`config.mk`:
```
export PLATFORM = sky130hd
export DESIGN_NAME = pack_controller_flat
export DESIGN_NICKNAME = d
export VERILOG_FILES = /design/src/pack_guard_pkg.sv /design/src/pack_guard_if.sv /design/src/limit_window.sv /design/src/pack_controller.sv /design/src/flat_wrapper.sv
export SDC_FILE = /design/constraint.sdc
export NUM_CORES = 1
export LEC_CHECK = 0
export BUFFER_PORTS_ARGS = -buffer_cell sky130_fd_sc_hd__buf_2
export CORE_MARGIN = 2
export CORE_UTILIZATION = 30
export CTS_CLUSTER_DIAMETER = 40
export CTS_CLUSTER_SIZE = 24
export DETAILED_ROUTE_END_ITERATION = 6
export PLACE_DENSITY = 0.6
export SKIP_CTS_REPAIR_TIMING = 1
export SYNTH_ARGS = -nofsm -noshare
export SYNTH_HDL_FRONTEND = slang
export SYNTH_SLANG_ARGS = --single-unit
export TNS_END_PERCENT = 100
```
`constraint.sdc`:
```
create_clock -name CORE_CLK -period 3.4 [get_ports CORE_CLK]
set_clock_uncertainty 0.15 [all_clocks]
set_input_delay 0.17 -clock CORE_CLK [delete_from_list [all_inputs] [get_ports CORE_CLK]]
set_output_delay 0.17 -clock CORE_CLK [all_outputs]
set_load 0.1 [all_outputs]
```
`src/pack_guard_pkg.sv`:
```
/*
 * shared constants for the pack voltage fault reaction pair:
 * sample widths, link timing counts and pwm settings.
 * assumes a single 10 mhz core clock on both ends.
 */
package pack_guard_pkg;
	localparam int VOLT_W = 16;
	localparam int CLK_MHZ = 10;
	// time given to layer one to open before the fuse is used
	localparam int LAYER_WAIT_US = 1000;
	localparam int LAYER_WAIT_CYC = LAYER_WAIT_US * CLK_MHZ;
	// controller must toggle its heartbeat within this time
	localparam int WDOG_US = 2000;
	localparam int WDOG_CYC = WDOG_US * CLK_MHZ;
	// monitor conversion interval
	localparam int CONV_CYC = 16;
	localparam int PWM_W = 8;
	localparam logic [PWM_W-1:0] PWM_DUTY_RST = 8'hff;
	localparam logic [VOLT_W-1:0] OV_RST = 16'hf000;
	localparam logic [VOLT_W-1:0] UV_RST = 16'h1000;
	// fine reading carries four extra bits
	localparam int FINE_EXTRA = 4;
endpackage

```
`src/pack_guard_if.sv`:
```
/*
 * pin level link between the pack monitor and its controller.
 * assumes both ends sit on the same core clock; no clocking block.
 */
`timescale 1ns/100ps
interface pack_guard_if;
	import pack_guard_pkg::*;
	logic protect_request_a;
	logic protect_request_b;
	logic fuse_blow_cmd;
	logic sense_alert_irq;
	logic ctrl_reset_n;
	logic monitor_reset_n;
	logic heartbeat;
	logic layer_open;
	logic [VOLT_W+FINE_EXTRA-1:0] pack_volt_fine;
	modport monitor (
		input protect_request_a, protect_request_b, monitor_reset_n, heartbeat,
		output sense_alert_irq, ctrl_reset_n, layer_open, pack_volt_fine
	);
	modport ctrl (
		output protect_request_a, protect_request_b, fuse_blow_cmd, monitor_reset_n,
		heartbeat,
		input sense_alert_irq, ctrl_reset_n, layer_open, pack_volt_fine
	);
endinterface

```
`src/limit_window.sv`:
```
/*
 * registered over and under limit compare of one voltage sample.
 * assumes sample and limits are on the core clock.
 */
`timescale 1ns/100ps
module limit_window import pack_guard_pkg::*; #(
	parameter int W = VOLT_W
) (
	input wire logic clk, // core clock
	input wire logic rst_n, // async reset, active low
	input wire logic [W-1:0] sample, // voltage sample
	input wire logic [W-1:0] over_lim, // over limit
	input wire logic [W-1:0] under_lim, // under limit
	output logic fault // either limit crossed
);
	logic fault_d;
	always_comb begin
		fault_d = (sample > over_lim) || (sample < under_lim);
	end
	always_ff @(posedge clk or negedge rst_n) begin
		if (!rst_n) begin
			fault <= 1'b0;
		end else begin
			fault <= fault_d;
		end
	end
endmodule

```
`src/pack_controller.sv`:
```
/*
 * controller end: compares its own pack reading, requests layer one,
 * blows the fuse with a pwm heater drive if layer one stays closed,
 * and exposes a small register port. assumes link pins are async.
 */
// Overview of operation
// - monitor opens layer one past either limit
// - monitor keeps coarse and fine pack readings
// - controller compares own reading with both limits
// - controller fault drives both request lines low
// - layer still closed after wait blows fuse
// - fuse only after layer one fails
// - heater driven by adjustable pwm duty
// - monitor raises alert line on sensing events
// - monitor watchdog resets the controller
// - controller can reset monitor via shutdown
// - link is direct parallel pins only, no serial path
// - no standby command ever issued
// - no pre-charge sequence exists
`timescale 1ns/100ps
module pack_controller import pack_guard_pkg::*; #(
	parameter int WAIT_COUNT = LAYER_WAIT_CYC
) (
	input wire logic CORE_CLK, // core clock
	input wire logic RESETN, // async reset, active low
	pack_guard_if.ctrl LINK, // link to monitor
	input wire logic [VOLT_W-1:0] PACK_VOLT_CTRL, // own divider reading
	input wire logic [3:0] ADDR, // register address
	input wire logic [31:0] WDATA, // write data
	input wire logic WR, // write strobe
	input wire logic RD, // read strobe
	output logic [31:0] RDATA, // read data, cycle after RD
	output logic IRQ, // enabled status pending
	output logic HEATER_PWM // fuse heater drive
);
	localparam logic [3:0] A_OVER = 4'h0;
	localparam logic [3:0] A_UNDER = 4'h1;
	localparam logic [3:0] A_DUTY = 4'h2;
	localparam logic [3:0] A_CTRL = 4'h3;
	localparam logic [3:0] A_STAT = 4'h4;
	localparam logic [3:0] A_CLR = 4'h5;
	localparam logic [3:0] A_EN = 4'h6;
	localparam logic [3:0] A_FINE = 4'h7;
	localparam logic [3:0] A_STATE = 4'h8;
	typedef enum logic [1:0] {IDLE, WAIT_OPEN, BLOW} state_t;
	state_t st_q, st_d;
	logic [VOLT_W-1:0] over_q, over_d, under_q, under_d;
	logic [PWM_W-1:0] duty_q, duty_d, pwm_q, pwm_d;
	logic [$clog2(WAIT_COUNT+1)-1:0] wt_q, wt_d;
	logic [3:0] stat_q, stat_d, en_q, en_d;
	logic [31:0] rdata_q, rdata_d;
	logic req_q, req_d, fuse_q, fuse_d, heat_q, heat_d, irq_q, irq_d;
	logic shdn_q, shdn_d, hb_q, hb_d, fault;
	logic [1:0] open_s_q, alert_s_q, wdr_s_q;
	logic [VOLT_W+FINE_EXTRA-1:0] fine_s1_q, fine_s2_q;
	logic alert_prev_q, open_prev_q, rst_n;
	// monitor watchdog resets this end
	assign rst_n = RESETN & wdr_s_q[1];
	always_ff @(posedge CORE_CLK or negedge RESETN) begin
		if (!RESETN) begin
			open_s_q <= 2'b00;
			alert_s_q <= 2'b00;
			wdr_s_q <= 2'b00;
			fine_s1_q <= '0;
			fine_s2_q <= '0;
		end else begin
			open_s_q <= {open_s_q[0], LINK.layer_open};
			alert_s_q <= {alert_s_q[0], LINK.sense_alert_irq};
			wdr_s_q <= {wdr_s_q[0], LINK.ctrl_reset_n};
			// fine word: both ends share the core clock, so no gray code
			fine_s1_q <= LINK.pack_volt_fine;
			fine_s2_q <= fine_s1_q;
		end
	end
	limit_window #(.W(VOLT_W)) u_win (
		.clk(CORE_CLK),
		.rst_n(rst_n),
		.sample(PACK_VOLT_CTRL),
		.over_lim(over_q),
		.under_lim(under_q),
		.fault(fault)
	);
	always_comb begin
		over_d = over_q;
		under_d = under_q;
		duty_d = duty_q;
		en_d = en_q;
		shdn_d = shdn_q;
		hb_d = hb_q;
		// status: 0 fault, 1 fuse fired, 2 alert edge, 3 layer open
		stat_d = stat_q;
		if (WR && ADDR == A_CLR) begin
			stat_d = stat_q & ~WDATA[3:0];
		end
		if (WR) begin
			unique case (ADDR)
				A_OVER: over_d = WDATA[VOLT_W-1:0];
				A_UNDER: under_d = WDATA[VOLT_W-1:0];
				A_DUTY: duty_d = WDATA[PWM_W-1:0];
				A_CTRL: begin
					hb_d = hb_q ^ WDATA[0];
					shdn_d = WDATA[1];
				end
				A_EN: en_d = WDATA[3:0];
				default: ;
			endcase
		end
		rdata_d = 32'h0;
		if (RD) begin
			unique case (ADDR)
				A_OVER: rdata_d = 32'(over_q);
				A_UNDER: rdata_d = 32'(under_q);
				A_DUTY: rdata_d = 32'(duty_q);
				A_CTRL: rdata_d = {30'h0, shdn_q, hb_q};
				A_STAT: rdata_d = 32'(stat_q);
				A_EN: rdata_d = 32'(en_q);
				A_FINE: rdata_d = 32'(fine_s2_q);
				A_STATE: rdata_d = 32'(st_q);
				default: rdata_d = 32'h0;
			endcase
		end
		st_d = st_q;
		req_d = req_q;
		fuse_d = fuse_q;
		wt_d = wt_q;
		unique case (st_q)
			IDLE: if (fault) begin
				req_d = 1'b1;
				wt_d = '0;
				st_d = WAIT_OPEN;
			end
			WAIT_OPEN: if (open_s_q[1]) begin
				st_d = WAIT_OPEN;
			end else if (wt_q == ($bits(wt_q))'(WAIT_COUNT - 1)) begin
				fuse_d = 1'b1;
				st_d = BLOW;
			end else begin
				wt_d = wt_q + 1'b1;
			end
			BLOW: st_d = BLOW;
			// a corrupt state code falls back to requesting layer one
			default: begin
				req_d = 1'b1;
				wt_d = '0;
				st_d = WAIT_OPEN;
			end
		endcase
		// only events set status, so a clear holds once the cause is seen
		stat_d = stat_d | {open_s_q[1] & ~open_prev_q, alert_s_q[1] & ~alert_prev_q,
			fuse_d & ~fuse_q, req_d & ~req_q};
		irq_d = |(stat_d & en_d);
		pwm_d = pwm_q + 1'b1;
		// duty of all ones drives the heater steadily
		heat_d = fuse_d && (pwm_q < duty_q || duty_q == PWM_DUTY_RST);
	end
	always_ff @(posedge CORE_CLK or negedge rst_n) begin
		if (!rst_n) begin
			st_q <= IDLE;
			over_q <= OV_RST;
			under_q <= UV_RST;
			duty_q <= PWM_DUTY_RST;
			pwm_q <= '0;
			wt_q <= '0;
			stat_q <= 4'h0;
			en_q <= 4'h0;
			rdata_q <= 32'h0;
			req_q <= 1'b0;
			fuse_q <= 1'b0;
			heat_q <= 1'b0;
			irq_q <= 1'b0;
			shdn_q <= 1'b0;
			hb_q <= 1'b0;
			alert_prev_q <= 1'b0;
			open_prev_q <= 1'b0;
		end else begin
			st_q <= st_d;
			over_q <= over_d;
			under_q <= under_d;
			duty_q <= duty_d;
			pwm_q <= pwm_d;
			wt_q <= wt_d;
			stat_q <= stat_d;
			en_q <= en_d;
			rdata_q <= rdata_d;
			req_q <= req_d;
			fuse_q <= fuse_d;
			heat_q <= heat_d;
			irq_q <= irq_d;
			shdn_q <= shdn_d;
			hb_q <= hb_d;
			alert_prev_q <= alert_s_q[1];
			open_prev_q <= open_s_q[1];
		end
	end
	// both lines low together; no standby or pre-charge outputs exist
	assign LINK.protect_request_a = ~req_q;
	assign LINK.protect_request_b = ~req_q;
	assign LINK.fuse_blow_cmd = fuse_q;
	assign LINK.monitor_reset_n = ~shdn_q;
	assign LINK.heartbeat = hb_q;
	assign RDATA = rdata_q;
	assign IRQ = irq_q;
	assign HEATER_PWM = heat_q;
endmodule

```
`src/flat_wrapper.sv`:
```
// flat-port wrapper written by rule: the top's interface ports become plain ports
module pack_controller_flat import pack_guard_pkg::*;
#(
	parameter int WAIT_COUNT = LAYER_WAIT_CYC
)
  (CORE_CLK, RESETN, PACK_VOLT_CTRL, ADDR, WDATA, WR, RD, RDATA, IRQ, HEATER_PWM, LINK_protect_request_a, LINK_protect_request_b, LINK_fuse_blow_cmd, LINK_monitor_reset_n, LINK_heartbeat, LINK_sense_alert_irq, LINK_ctrl_reset_n, LINK_layer_open, LINK_pack_volt_fine);
  pack_guard_if LINK_i ();
  input wire logic CORE_CLK;
  input wire logic RESETN;
  input wire logic [VOLT_W-1:0] PACK_VOLT_CTRL;
  input wire logic [3:0] ADDR;
  input wire logic [31:0] WDATA;
  input wire logic WR;
  input wire logic RD;
  output logic [31:0] RDATA;
  output logic IRQ;
  output logic HEATER_PWM;
  output wire logic [$bits(LINK_i.protect_request_a)-1:0] LINK_protect_request_a;
  output wire logic [$bits(LINK_i.protect_request_b)-1:0] LINK_protect_request_b;
  output wire logic [$bits(LINK_i.fuse_blow_cmd)-1:0] LINK_fuse_blow_cmd;
  output wire logic [$bits(LINK_i.monitor_reset_n)-1:0] LINK_monitor_reset_n;
  output wire logic [$bits(LINK_i.heartbeat)-1:0] LINK_heartbeat;
  input wire logic [$bits(LINK_i.sense_alert_irq)-1:0] LINK_sense_alert_irq;
  input wire logic [$bits(LINK_i.ctrl_reset_n)-1:0] LINK_ctrl_reset_n;
  input wire logic [$bits(LINK_i.layer_open)-1:0] LINK_layer_open;
  input wire logic [$bits(LINK_i.pack_volt_fine)-1:0] LINK_pack_volt_fine;
  assign LINK_protect_request_a = LINK_i.protect_request_a;
  assign LINK_protect_request_b = LINK_i.protect_request_b;
  assign LINK_fuse_blow_cmd = LINK_i.fuse_blow_cmd;
  assign LINK_monitor_reset_n = LINK_i.monitor_reset_n;
  assign LINK_heartbeat = LINK_i.heartbeat;
  assign LINK_i.sense_alert_irq = LINK_sense_alert_irq;
  assign LINK_i.ctrl_reset_n = LINK_ctrl_reset_n;
  assign LINK_i.layer_open = LINK_layer_open;
  assign LINK_i.pack_volt_fine = LINK_pack_volt_fine;
  pack_controller #(.WAIT_COUNT(WAIT_COUNT)) u_core (.CORE_CLK(CORE_CLK), .RESETN(RESETN), .LINK(LINK_i), .PACK_VOLT_CTRL(PACK_VOLT_CTRL), .ADDR(ADDR), .WDATA(WDATA), .WR(WR), .RD(RD), .RDATA(RDATA), .IRQ(IRQ), .HEATER_PWM(HEATER_PWM));
endmodule
```
# Word-level counts from Yosys, hierarchy flattened
# Index checks and enable logic that the tools add are counted.
dict set report op_classes {
  addsub 2
  order_cmp 3
  eq_ne 16
  n_mux 18
  bitwise_logic 16
  n_reduce_logical 14
}
# cell n
set op_table {}
lappend op_table {{$pmux 20 s8} 1}
lappend op_table {{$mux 14} 3}
lappend op_table {{$pmux 14 s3} 1}
lappend op_table {{$mux 32} 1}
lappend op_table {{$eq 4x3->1 const B} 4}
lappend op_table {{$gt 16x16->1} 1}
lappend op_table {{$lt 16x16->1} 1}
lappend op_table {{$add 14x1->14 const B} 1}
lappend op_table {{$eq 14x14->1 const B} 1}
lappend op_table {{$mux 4} 3}
lappend op_table {{$reduce_and 2->1} 5}
lappend op_table {{$add 8x1->8 const B} 1}
lappend op_table {{$and 4x4->4} 2}
lappend op_table {{$eq 4x2->1 const B} 2}
lappend op_table {{$eq 8x8->1 const B} 1}
lappend op_table {{$lt 8x8->1} 1}
lappend op_table {{$mux 2} 3}
lappend op_table {{$ne 2x2->1 const B} 3}
lappend op_table {{$not 1->1} 6}
lappend op_table {{$pmux 2 s3} 1}
lappend op_table {{$and 1x1->1} 5}
lappend op_table {{$eq 4x1->1 const B} 1}
lappend op_table {{$eq 4x4->1 const B} 1}
lappend op_table {{$logic_not 4->1} 1}
lappend op_table {{14 further kinds} 19}
dict set report word_totals {
  ff_bits 159
}

# Longest topological paths before layout
# Gate-level depths: netlist of run 1.
dict set report logic_depth {
  ltp_word 8
  depth_mapped 8
}

# By module
# From an unflattened synthesis of run 1, not the netlist that was laid out.
dict set report unflattened {
  cells_unflattened 575
  area_unflattened_um2 6762.7
}
# module n_inst cells_each area_per_inst_um2 seq_area_each_um2
set by_module_without_submodules {}
lappend by_module_without_submodules {pack_controller 1 466 5948.2 3669.8}
lappend by_module_without_submodules {limit_window 1 109 814.5 25.0}

# Least setup slack after synthesis of run 1
# No wires, ideal clock.
dict set report synth_path {
  path_kind {register to register}
  start {reg u_core.st_q[0]}
  end {reg u_core.wt_q[13]}
  arrival_ns 1.739
  path_slack_ns 1.379
  stages_incl_launch_ff 8
  n_path_buf 0
  path_cell_list {dfrtp_1 inv_1 ha_1 nor2b_1 a2111o_1 a211oi_1 xnor2_1 nor2_1}
}
dict set report synth_between {
  elab_chain_cells 3
}
# item line_no
set synth_rtl {}
lappend synth_rtl {{start, declared} pack_controller.sv:46} ;# state_t st_q, st_d;
lappend synth_rtl {{start signal, assigned} pack_controller.sv:176} ;# st_q <= st_d;
lappend synth_rtl {{$eq 2x1->1 (tied with other cells)} pack_controller.sv:126} ;# unique case (st_q)
lappend synth_rtl {{$ne 2x2->1 (no line) or $not 1->1 (tied branches)} -}
lappend synth_rtl {{$reduce_and 4->1 (no line)} -}
lappend synth_rtl {{end signal, assigned} pack_controller.sv:181} ;# wt_q <= wt_d;
lappend synth_rtl {{end, declared} pack_controller.sv:49} ;# logic [$clog2(WAIT_COUNT+1)-1:0] wt_q, wt_d;
# Parallel ways exist; a longest one is shown, timed or not.
# A chain may end at the register's enable or synchronous reset.

# Final worst setup path of run 1
dict set report layout_path {
  start {reg u_core.st_q[1]}
  end {reg u_core.wt_q[13]}
}
# The elaborated chain is that of the path after synthesis.

==> summary.txt, run 1 <==
Outcome
  • Status: completed

Route
  • Vias: 4664
  • Remaining DRCs: 0
  • Routed Antenna Nets: 0
  • Drt wl/cell: 15.5 um
  • Initial drt markers: 215
  • Total routed wirelength: 15600 um
  • Vias per std cell: 4.65
  • Number of detailed-route iterations in the first pass: 6

Pwr
  • Tot Pwr: 4.98 mW
  • PwrDens: 584 nW/um^2
  • VDD IR-drop max: 0.000386 V
  • P_leak: 4.04 nW

CTS
  • TritonCTS clock tree: built
  • H-tree levels: 4
  • Clock Path Buffers: 2
  • Clk root buf: clkbuf_16
  • Clock-pin slew on the worst setup and hold paths: 0.07 ns
  • Clk_lat worst skew: 0.42 ns
  • TritonCTS buffer count: 17
  • Clock sink count: 147

Logic synthesis
  • YS warnings: 0
  • Synth Register Bits: 147
  • Synth Flop Type: dfrtp_1
  • Largest area contributor in the netlist: dfrtp_1
  • Synth top area cells: dfrtp_1 (49%), ha_1 (8.1%), mux2_2 (5.8%)
  • Most frequent cell after synthesis: dfrtp_1
  • Area share of the largest cell type after synthesis: 49.4%
  • Cell area after synthesis: 6780 um^2
  • Most instantiated cells after synthesis: dfrtp_1 (134), inv_1 (50), ha_1 (44)
  • Post-synth cell types: 60
  • Sequential-to-total area share from yosys stat: 54.5%
  • Mapped Cells: 568
  • Async SR Flop Fraction: 100%
  • Post-synth EDFFs: 0
  • Mean post-synth cell area: 11.9 um^2

Floorplanning
  • I/O Pins: 118
  • Die Width: 154 um
  • FP Rows: 55
  • Initial core utilization: 30.2%
  • Die Y: 154 um
  • Core footprint: 22400 um^2
  • Die area: 23800 um^2

STA
  • Final Slew Violations: 0
  • Crit share post-route: 68.8%
  • RSZ-0062 raised after global routing: false
  • Setup TNS: 0 ns
  • Final hold vios: 0
  • Max_slew headroom: 48.4%
  • Peak Freq: 427 MHz
  • Final setup vio count: 0
  • Worst Max-Slew Pin Slew: 0.768 ns
  • Final min period: 2.34 ns

GRT
  • Total gr overflow: 0
  • Pin count of the biggest net entering global routing: 63
  • First-pass GRT wire length: 25300 um
  • Antenna violations before repair: 0
  • Number of global-route vias before repair: 4629
  • Global Route Usage Sum: 13.7%

Place
  • DP HPWL: 10900 um
  • RePlAce Congestion: 0.790
  • Buffers on Ports: 89
  • # placed instances: 930

Final layout
  • Fraction of layout cells with a size suffix above 1: 25.9%
  • Ant. Diodes: 0
  • Nets: 828
  • Fill cells: 2192
  • Fin cells: 1003
  • Area growth syn-to-layout: 25.8%

Run
  • Max cap viols: 0

Critical path
  • Crit Path Max Fanout: 20
  • CP Capture Type: flip-flop
  • Setup crit start kind: flip-flop
  • Critical Path RT: 3.56 ns
  • Crit Path Class: reg -> reg
  • R2r setup slk: 1.06 ns
  • Crit path DAT: 2.50 ns

Worst hold path
  • Hold Crit Class: in -> reg
layer usage:
layer	vias up	routed length, um	global-route usage, %
met5	-	0	0
met2	96	7290	21.6
met4	0	252	4.81
met1	2279	7430	18.4
li1	2275	-	-
met3	14	602	3.61
placed cells by master, fill, tap and decap left out, types with 3 or more instances in the layout:
master         synthesis  layout
dfrtp_1              134     134
buf_2                 10      89
inv_1                 50      50
ha_1                  44      44
dlygate4sd3_1          0      41
nor2_1                37      37
mux2_2                35      35
nand2_1               23      23
a21oi_1               23      23
xnor2_1               17      17
clkbuf_16              0      17
a22oi_1               13      13
dfstp_2               13      13
nand3_1               12      12
conb_1                 1      12
a211oi_1              11      11
o21ai_0               11      11
nand4_1               10      10
mux2_1                10      10
a222oi_1               8       8
and3_1                 7       7
nor2b_1                7       7
nand2b_1               7       7
buf_4                 14       7
and4_1                 6       6
a22o_1                 5       5
a32oi_1                4       4
a21o_1                 4       4
nor3_1                 3       3
clkinvlp_4             0       3
inv_8                  0       3
inv_6                  0       3
worst max-delay path: stages (launching register included):
cell      delay [ns]
dfrtp_1         0.43
inv_1           0.09
ha_1            0.43
a2111o_1        0.62
a211oi_1        0.30
xnor2_1         0.15
nor2_1          0.05
kinds of logic (layout without fill, tap and decap cells):
family / Yosys count / count (layout) / share of synthesized area [%]
AOI/OAI and AO/OA: 101 / 101 / 10.9
muxes: 47 / 47 / 7.84
buffers and inverters: 81 / 220 / 5.66
and+or+nand+nor: 128 / 128 / 10.5
DFF: 147 / 147 / 54.5
xor gates and xnor gates: 19 / 19 / 2.45
adders and majority gates: 44 / 44 / 8.12
other: 1 / 12 / 0.0553
state kept, by name, indices dropped and copies added, names as in the netlist:
signal	count
u_core.HEATER_PWM	1
u_core.IRQ	1
u_core.LINK.fuse_blow_cmd	1
u_core.LINK.heartbeat	1
u_core.RDATA	20
u_core.alert_prev_q	1
u_core.alert_s_q	2
u_core.duty_q	8
u_core.en_q	4
u_core.fine_s1_q	20
u_core.fine_s2_q	20
u_core.open_prev_q	1
u_core.open_s_q	2
u_core.over_q	16
u_core.pwm_q	8
u_core.req_q	1
u_core.shdn_q	1
u_core.st_q	2
u_core.stat_q	4
u_core.u_win.fault	1
u_core.under_q	16
u_core.wdr_s_q	2
u_core.wt_q	14
path summary, 6_finish.rpt:
| check | start | to | cells after the start |
|---|---|---|---|
| worst min register to register | u_core.open_s_q[0]$_DFF_PN0_ | u_core.open_s_q[1]$_DFF_PN0_ | 0 |
| min in group asynchronous | u_core.wdr_s_q[1]$_DFF_PN0_ | u_core.RDATA[19]$_DFF_PN0_ | 1 |
| max in group asynchronous | RESETN | u_core.duty_q[5]$_DFFE_PN1P_ | 4 |
| worst max register to register | u_core.st_q[1]$_DFFE_PN0P_ | u_core.wt_q[13]$_DFFE_PN0P_ | 6 |
| worst max-delay path | u_core.st_q[1]$_DFFE_PN0P_ | u_core.wt_q[13]$_DFFE_PN0P_ | 6 |
| worst min-delay path | PACK_VOLT_CTRL[15] | u_core.u_win.fault$_DFF_PN0_ | 3 |
area by class of cell:
cell class	instances	area [um^2]	area share, %
timing repair buffer	138	928	10.9
multi-input combinational	351	2750	32.2
tap	285	357	4.18
clock inverter	15	193	2.26
sequential	147	3690	43.3
clock buffer	17	425	4.99
inverter	50	188	2.20
through the flow:
step	area, um^2	setup WS [ns]	hold slack, ns	utilization [%]
floorplan	6820	1.35	-0.276	-
global placement	7500	1.09	0.127	33.4
detailed placement	7500	1.07	0.129	33.4
CTS	8120	1.07	-0.322	36.2
global route	8530	0.881	0.0533	38.0
finish	8530	1.06	0.0563	38.0
power by group:
part	switching [mW]	total, mW	internal, mW
clock network	0.824	1.94	1.12
logic	0.540	0.895	0.356
registers	0.159	2.14	1.98
total	1.52	4.98	3.46
Note: power is estimated with default switching activity, not from simulation.
==> run 2: changes to the inputs <==
--- a/config.mk
+++ b/config.mk
@@ -5,13 +5,14 @@
 export SDC_FILE = /design/constraint.sdc
 export NUM_CORES = 1
 export LEC_CHECK = 0
+export ABC_AREA = 1
 export BUFFER_PORTS_ARGS = -buffer_cell sky130_fd_sc_hd__buf_2
 export CORE_MARGIN = 2
 export CORE_UTILIZATION = 30
 export CTS_CLUSTER_DIAMETER = 40
 export CTS_CLUSTER_SIZE = 24
 export DETAILED_ROUTE_END_ITERATION = 6
-export PLACE_DENSITY = 0.6
+export PLACE_DENSITY = 0.58
 export SKIP_CTS_REPAIR_TIMING = 1
 export SYNTH_ARGS = -nofsm -noshare
 export SYNTH_HDL_FRONTEND = slang
==> constraint.sdc (replaced) <==
create_clock -name CORE_CLK -period 2.3 [get_ports CORE_CLK]
set_clock_uncertainty 0.15 [all_clocks]
set_input_delay 0.115 -clock CORE_CLK [delete_from_list [all_inputs] [get_ports CORE_CLK]]
set_output_delay 0.115 -clock CORE_CLK [all_outputs]
set_load 0.1 [all_outputs]
==> run 2 against run 1 <==
- register-to-register slack lost 0.71 ns
- maximum frequency grew 20%
- clock power grew 56%
- highest routed layer unchanged
==> summary.txt, run 2 <==
Pwr
  • Sw power: 2.65 mW (was 1.52 mW)
  • Seq pwr share: 38.9% (was 43.0%)
  • P_leak: 4.36 nW (was 4.04 nW)
  • VDD IR-drop max: 0.000575 V (was 0.000386 V)
  • Cell Int Power: 5.34 mW (was 3.46 mW)
  • PwrDens: 918 nW/um^2 (was 584 nW/um^2)
  • Clk network pwr share: 37.9% (was 39.0%)
  • Switch share: 33.2% (was 30.6%)
  • Combinational power share: 23.2% (was 18.0%)

Route
  • Total routed wirelength: 16200 um (was 15600 um)
  • Vias: 5309 (was 4664)
  • Routed Antenna Nets: 0 (unchanged)
  • Remaining DRCs: 0 (unchanged)
  • Initial drt markers: 209 (was 215)
  • Drt wl/cell: 13.4 um (was 15.5 um)
  • Vias per std cell: 4.39 (was 4.65)
  • Number of detailed-route iterations in the first pass: 4 (was 6)

Critical path
  • Setup crit start kind: flip-flop (unchanged)
  • Crit Path Max Fanout: 25 (was 20)
  • Critical Path RT: 2.46 ns (was 3.56 ns)
  • CP Capture Type: flip-flop (unchanged)
  • Crit path DAT: 2.12 ns (was 2.50 ns)
  • Crit Path Class: reg -> reg (unchanged)

CTS
  • H-tree levels: 4 (unchanged)
  • Clk root buf: clkbuf_16 (unchanged)
  • TritonCTS clock tree: built (unchanged)
  • Clock-pin slew on the worst setup and hold paths: 0.06 ns (was 0.07 ns)
  • Clk_lat worst skew: 0.43 ns (was 0.42 ns)
  • Clock sink count: 147 (unchanged)
  • TritonCTS buffer count: 17 (unchanged)
  • Clock Path Buffers: 2 (unchanged)

Floorplanning
  • Die Width: 156 um (was 154 um)
  • Die area: 24300 um^2 (was 23800 um^2)
  • Initial core utilization: 30.6% (was 30.2%)
  • Core footprint: 22600 um^2 (was 22400 um^2)
  • Die Y: 156 um (was 154 um)
  • I/O Pins: 118 (unchanged)
  • FP Rows: 55 (unchanged)

Final layout
  • Most frequent cells in the layout: nand2_1 (191), dfrtp_1 (134), inv_1 (110), buf_2 (89), o21ai_0 (65) (was dfrtp_1 (134), buf_2 (89), inv_1 (50), ha_1 (44), dlygate4sd3_1 (41))
  • Most common cell after layout, fill and taps aside: nand2_1 (was dfrtp_1)
  • Fin util: 38.4% (was 38.0%)
  • Ant. Diodes: 0 (unchanged)
  • Nets: 1034 (was 828)
  • Area of the multi-input gates: 2660 um^2 (was 2750 um^2)
  • Area growth syn-to-layout: 25.6% (was 25.8%)
  • Register area: 3690 um^2 (unchanged)
  • Fill cells: 2251 (was 2192)
  • Fraction of layout cells with a size suffix above 1: 17.2% (was 25.9%)

Logic synthesis
  • Mapped Cells: 772 (was 568)
  • Post-Synth Simple-Gate Area: 19.0% (was 10.5%)
  • Sequential-to-total area share from yosys stat: 53.3% (was 54.5%)
  • Largest family of logic cells by synthesized area: simple AND/OR/NAND/NOR gates (was compound AO/OA/AOI/OAI gates)
  • Adder-cell share of the synthesized area: 7.94% (was 8.12%)
  • Area share of the largest cell type after synthesis: 48.4% (was 49.4%)
  • Synth Register Bits: 147 (unchanged)
  • Mux contribution to synthesized area: 0% (was 7.84%)
  • Post-synth EDFFs: 0 (unchanged)
  • Synth top area cells: dfrtp_1 (48%), nand2_1 (10%), ha_1 (7.9%) (was dfrtp_1 (49%), ha_1 (8.1%), mux2_2 (5.8%))
  • Mean post-synth cell area: 8.98 um^2 (was 11.9 um^2)
  • Synth Area in Compound Gates: 9.46% (was 10.9%)
  • Async SR Flop Fraction: 100% (unchanged)
  • Cell area after synthesis: 6930 um^2 (was 6780 um^2)
  • Most instantiated cells after synthesis: nand2_1 (191), dfrtp_1 (134), inv_1 (111) (was dfrtp_1 (134), inv_1 (50), ha_1 (44))
  • YS warnings: 0 (unchanged)
  • Xor/xnor cell area share of the yosys netlist: 1.39% (was 2.45%)
  • Synth Flop Type: dfrtp_1 (unchanged)
  • Largest area contributor in the netlist: dfrtp_1 (unchanged)
  • Post-synth cell types: 36 (was 60)
  • Most frequent cell after synthesis: nand2_1 (was dfrtp_1)

GRT
  • Total gr overflow: 0 (unchanged)
  • Antenna violations before repair: 0 (unchanged)
  • First-pass GRT wire length: 26100 um (was 25300 um)
  • Global Route Usage Sum: 13.8% (was 13.7%)
  • Number of global-route vias before repair: 5086 (was 4629)
  • Pin count of the biggest net entering global routing: 102 (was 63)

Outcome
  • Status: completed (unchanged)

Place
  • RePlAce Congestion: 0.803 (was 0.790)
  • DP HPWL: 11600 um (was 10900 um)
  • Buffers on Ports: 89 (unchanged)

STA
  • Final setup vio count: 0 (unchanged)
  • Final Slew Violations: 0 (unchanged)
  • Worst Max-Slew Pin Slew: 0.562 ns (was 0.768 ns)
  • Setup TNS: 0 ns (unchanged)
  • RSZ-0062 raised after global routing: false (unchanged)
  • Crit share post-route: 85.0% (was 68.8%)
  • Max_slew headroom: 62.5% (was 48.4%)
  • Peak Freq: 512 MHz (was 427 MHz)
  • Final min period: 1.95 ns (was 2.34 ns)
  • Final hold vios: 0 (unchanged)

Run
  • Max cap viols: 0 (unchanged)

Worst hold path
  • Hold Crit Class: in -> reg (unchanged)
run 2: logic make-up (layout without fill, tap and decap cells):
family	Yosys count	count (layout)
compound gates	120	120
xor+xnor	11	11
fa+ha+maj	44	44
buf+inv	142	283
flops	147	147
other cells	1	12
simple gates	307	307
run 2: path summary, 6_finish.rpt:
| kind | slack (ns) | depth (start not counted) | startpoint | end |
|---|---|---|---|---|
| worst max-delay path | 0.35 | 10 | u_core.wt_q[0]$_DFFE_PN0P_ | u_core.wt_q[0]$_DFFE_PN0P_ |
| worst min-delay path | 0.009 | 4 | ADDR[3] | u_core.shdn_q$_DFFE_PN0P_ |
| worst max register to register | 0.35 | 10 | u_core.wt_q[0]$_DFFE_PN0P_ | u_core.wt_q[0]$_DFFE_PN0P_ |
| worst min register to register | 0.20 | 0 | u_core.fine_s1_q[11]$_DFF_PN0_ | u_core.fine_s2_q[11]$_DFF_PN0_ |
| max in group asynchronous | 1.29 | 3 | u_core.wdr_s_q[1]$_DFF_PN0_ | u_core.pwm_q[4]$_DFF_PN0_ |
| min in group asynchronous | 0.17 | 3 | RESETN | u_core.fine_s1_q[0]$_DFF_PN0_ |
run 2: area by class of cell:
| type | count | area share [%] |
|---|---|---|
| multi-input combinational | 494 | 30.6 |
| tap | 285 | 4.10 |
| clock buffer | 19 | 5.09 |
| timing repair buffer | 136 | 10.5 |
| inverter | 115 | 5.00 |
| clock inverter | 13 | 2.24 |
| sequential | 147 | 42.5 |
run 2: stage by stage:
step	instance area (um^2)	instances	total power [mW]	hold WS [ns]	worst slack (ns)
floorplan	6980	783	4.55	-0.331	0.550
global placement	7640	1135	4.92	0.0729	0.378
detailed placement	7640	1135	4.96	0.0745	0.345
CTS	8280	1167	8.00	-0.374	0.331
global route	8700	1209	8.42	0.0459	0.137
finish	8700	1209	7.99	0.00893	0.346
run 2: power by group through the flow:
stage                     Clock (mW)  Combinational (mW)  Sequential, mW
after global placement             0                1.78            3.14
after global routing            3.18                2.09            3.15
after CTS                       3.07                1.82            3.11
after floorplan                    0                1.27            3.28
final                           3.03                1.85            3.11
after detailed placement           0                1.81            3.15
run 2: worst max-delay path, cell delays in order (launching register included):
cell     delay (ns)
dfrtp_1        0.39
ha_1           0.27
nand2_2        0.10
nor2_4         0.15
inv_2          0.06
nor2_4         0.13
nand3_2        0.10
nand2_4        0.21
inv_1          0.12
nor2_1         0.10
nor2_1         0.05
run 2: per-layer routing:
metal | share of wire (%) | track usage, % | routed length [um] | vias to the layer above
li1 | - | - | - | 2721
met1 | 46 | 18.1 | 7520 | 2473
met2 | 47 | 22.1 | 7670 | 100
met3 | 4.9 | 3.86 | 795 | 15
met4 | 1.2 | 4.33 | 197 | 0
met5 | 0 | 0 | 0 | -
==> run 3: changes to the inputs <==
--- a/config.mk
+++ b/config.mk
@@ -5,7 +5,7 @@
 export SDC_FILE = /design/constraint.sdc
 export NUM_CORES = 1
 export LEC_CHECK = 0
-export ABC_AREA = 1
+export ABC_AREA = 0
 export BUFFER_PORTS_ARGS = -buffer_cell sky130_fd_sc_hd__buf_2
 export CORE_MARGIN = 2
 export CORE_UTILIZATION = 30
==> constraint.sdc (replaced) <==
create_clock -name CORE_CLK -period 1.9 [get_ports CORE_CLK]
set_clock_uncertainty 0.15 [all_clocks]
set_input_delay 0.095 -clock CORE_CLK [delete_from_list [all_inputs] [get_ports CORE_CLK]]
set_output_delay 0.095 -clock CORE_CLK [all_outputs]
set_load 0.1 [all_outputs]
==> run 3 against run 2 <==
- the run now ends with negative setup slack left
- clock-buffer cell count fell by 1
- die area fell by 2.1%
- maximum frequency rose by 2.0%
- sequential cell count did not move
- final area rose by 4.9%
- critical path depth fell by 3
- sequential power rose by 22%
- power rose by 17%
- non-clock buffer count rose by 51
- critical path type unchanged
- highest routed layer is now met5
==> summary.txt, run 3 (same netlist as run 1, synthesis figures left out) <==
Outcome
  • Status: complete, but fails checks (was completed)
  • Failing checks: negative setup slack

Place
  • DP HPWL: 11700 um (was 11600 um)
  • Buffers on Ports: 89 (unchanged)
  • Placement Cell Area: 7890 um^2 (was 7640 um^2)
  • RePlAce Congestion: 0.779 (was 0.803)

Floorplanning
  • I/O Pins: 118 (unchanged)
  • Initial core utilization: 30.2% (was 30.6%)
  • Die Width: 154 um (was 156 um)
  • Core footprint: 22400 um^2 (was 22600 um^2)
  • Die area: 23800 um^2 (was 24300 um^2)
  • Die Y: 154 um (was 156 um)
  • FP Rows: 55 (unchanged)

CTS
  • TritonCTS clock tree: built (unchanged)
  • H-tree levels: 4 (unchanged)
  • Clock sink count: 147 (unchanged)
  • Clock Path Buffers: 2 (unchanged)
  • TritonCTS buffer count: 17 (unchanged)
  • Clk_lat worst skew: 0.42 ns (was 0.43 ns)
  • Clk root buf: clkbuf_16 (unchanged)
  • Clock-pin slew on the worst setup and hold paths: 0.07 ns (was 0.06 ns)

STA
  • Setup ws final: -0.0150 ns (was 0.346 ns)
  • Final Slew Violations: 0 (unchanged)
  • Final min period: 1.91 ns (was 1.95 ns)
  • Max_slew headroom: 61.2% (was 62.5%)
  • Peak Freq: 522 MHz (was 512 MHz)
  • Crit share post-route: 101% (was 85.0%)
  • Worst Max-Slew Pin Slew: 0.582 ns (was 0.562 ns)
  • Final setup vio count: 1 (was 0)
  • RSZ-0062 raised after global routing: true (was false)
  • Final hold vios: 0 (unchanged)

Pwr
  • PwrDens: 1020 nW/um^2 (was 918 nW/um^2)
  • Tot Pwr: 9.35 mW (was 7.99 mW)
  • P_leak: 4.32 nW (was 4.36 nW)
  • VDD IR-drop max: 0.000665 V (was 0.000575 V)

Route
  • Remaining DRCs: 0 (unchanged)
  • Uppermost layer routed: met5 (was met4)
  • Initial drt markers: 164 (was 209)
  • Vias per std cell: 4.65 (was 4.39)
  • Total routed wirelength: 16300 um (was 16200 um)
  • Routed Antenna Nets: 0 (unchanged)
  • Number of detailed-route iterations in the first pass: 4 (unchanged)
  • Met2 WL: 7650 um (was 7670 um)
  • Vias: 4895 (was 5309)
  • Metal3 WL: 725 um (was 795 um)
  • M1 wire length: 7570 um (was 7520 um)
  • Drt wl/cell: 15.5 um (was 13.4 um)

Run
  • Max cap viols: 0 (unchanged)

Critical path
  • Reg-to-Reg Start: u_core.st_q[0]$_DFFE_PN0P_ (was u_core.wt_q[0]$_DFFE_PN0P_)
  • CP max stage delay: 0.43 ns (was 0.39 ns)
  • Critical Path RT: 2.06 ns (was 2.46 ns)
  • CP Capture Type: flip-flop (unchanged)
  • Cell Chain, Critical Path: inv_2, ha_4, nor2b_4, a2111o_1, a211oi_2, xnor2_1, nor2_1 (was ha_1, nand2_2, nor2_4, inv_2, nor2_4, nand3_2, nand2_4, inv_1, nor2_1, nor2_1)
  • Crit path max-delay family: compound AO/OA/AOI/OAI gates (was simple AND/OR/NAND/NOR gates)
  • Crit path capture: u_core.wt_q[11]$_DFFE_PN0P_ (was u_core.wt_q[0]$_DFFE_PN0P_)
  • R2R Path End: u_core.wt_q[11]$_DFFE_PN0P_ (was u_core.wt_q[0]$_DFFE_PN0P_)
  • Setup crit start kind: flip-flop (unchanged)
  • Critical path buffers and inverters: 1 (was 2)
  • R2r setup slk: -0.01 ns (was 0.35 ns)
  • Slowest library cell on the worst path: a2111o_1 (was dfrtp_1)
  • Worst path depth: 7 (was 10)
  • Crit Path Class: reg -> reg (unchanged)
  • Launch point of the critical path: u_core.st_q[0]$_DFFE_PN0P_ (was u_core.wt_q[0]$_DFFE_PN0P_)
  • Crit path DAT: 2.08 ns (was 2.12 ns)
  • Crit Path Max Fanout: 6 (was 25)
  • FF-to-FF path depth: 7 (was 10)

Final layout
  • Most frequent cells in the layout: dfrtp_1 (133), buf_2 (89), buf_4 (51), inv_1 (47), dlygate4sd3_1 (42) (was nand2_1 (191), dfrtp_1 (134), inv_1 (110), buf_2 (89), o21ai_0 (65))
  • Fraction of layout cells with a size suffix above 1: 34.7% (was 17.2%)
  • Most common cell after layout, fill and taps aside: dfrtp_1 (was nand2_1)
  • Area growth syn-to-layout: 34.6% (was 25.6%)
  • Nets: 877 (was 1034)
  • Final instance area: 9130 um^2 (was 8700 um^2)

GRT
  • Total gr overflow: 0 (unchanged)
  • Global Route Usage Sum: 14.1% (was 13.8%)
  • Number of global-route vias before repair: 4906 (was 5086)
  • First-pass GRT wire length: 25800 um (was 26100 um)
  • Antenna violations before repair: 2 (was 0)
  • Pin count of the biggest net entering global routing: 47 (was 102)

Worst hold path
  • Worst Hold Depth: 4 (unchanged)
  • Hold Crit Class: in -> reg (unchanged)
run 3: cell types whose count changed in the layout (fill, tap and decap cells not counted), moves of 25 or more:
cell / before / now
inv_1: 110 / 47
mux2_2: 0 / 35
o21ai_0: 65 / 9
nand2_1: 191 / 22
buf_4: 4 / 51
nand3_1: 37 / 12
run 3: where the power goes:
group / leakage [nW] / internal [mW] / switching [mW]
Sequential: 1.81 / 3.55 / 0.249
Clock: 0.300 / 2.25 / 1.37
Combinational: 2.21 / 0.844 / 1.09
Total: 4.32 / 6.64 / 2.71
run 3: layer usage:
metal,global-route usage (%),up-vias
li1,-,2372
met1,18.7,2395
met2,22.0,103
met3,3.39,23
met4,6.26,2
met5,0,-
run 3: worst min-delay path, stage by stage:
cell	delay (ns)
buf_2	0.12
buf_4	0.16
o21a_1	0.13
nor2_1	0.05
run 3: worst min path at each step:
| stage | from | endpoint |
|---|---|---|
| 2_1_floorplan | RESETN | u_core.alert_s_q[0]$_DFF_PN0_ |
| 3_3_place_gp | LINK_pack_volt_fine[17] | u_core.fine_s1_q[17]$_DFF_PN0_ |
| 3_5_place_dp | LINK_pack_volt_fine[16] | u_core.fine_s1_q[16]$_DFF_PN0_ |
| 4_1_cts | LINK_pack_volt_fine[11] | u_core.fine_s1_q[11]$_DFF_PN0_ |
| 5_1_grt | ADDR[3] | u_core.RDATA[3]$_DFF_PN0_ |
| 6_report | ADDR[3] | u_core.RDATA[3]$_DFF_PN0_ |
run 3: final cells by class:
cell class	instances	area, um^2
Fill cell	2174	13300
Antenna cell	1	2.50
Clock buffer	18	439
Timing Repair Buffer	187	1330
Clock inverter	14	199
Multi-Input combinational cell	351	2920
Inverter	50	188
Tap cell	285	357
Sequential cell	147	3700
run 3: through the flow:
stage,setup TNS (ns),utilization (%),setup slack [ns],hold WS [ns],std cells
CTS,-0.653,38.0,-0.0989,-0.395,1008
global route,-0.250,40.7,-0.0734,0.0323,1052
global placement,-0.154,35.2,-0.0371,0.0527,976
floorplan,-0.0958,-,-0.0385,-0.351,579
detailed placement,-0.476,35.2,-0.0808,0.0543,976
finish,-0.0150,40.7,-0.0150,0.0300,1053
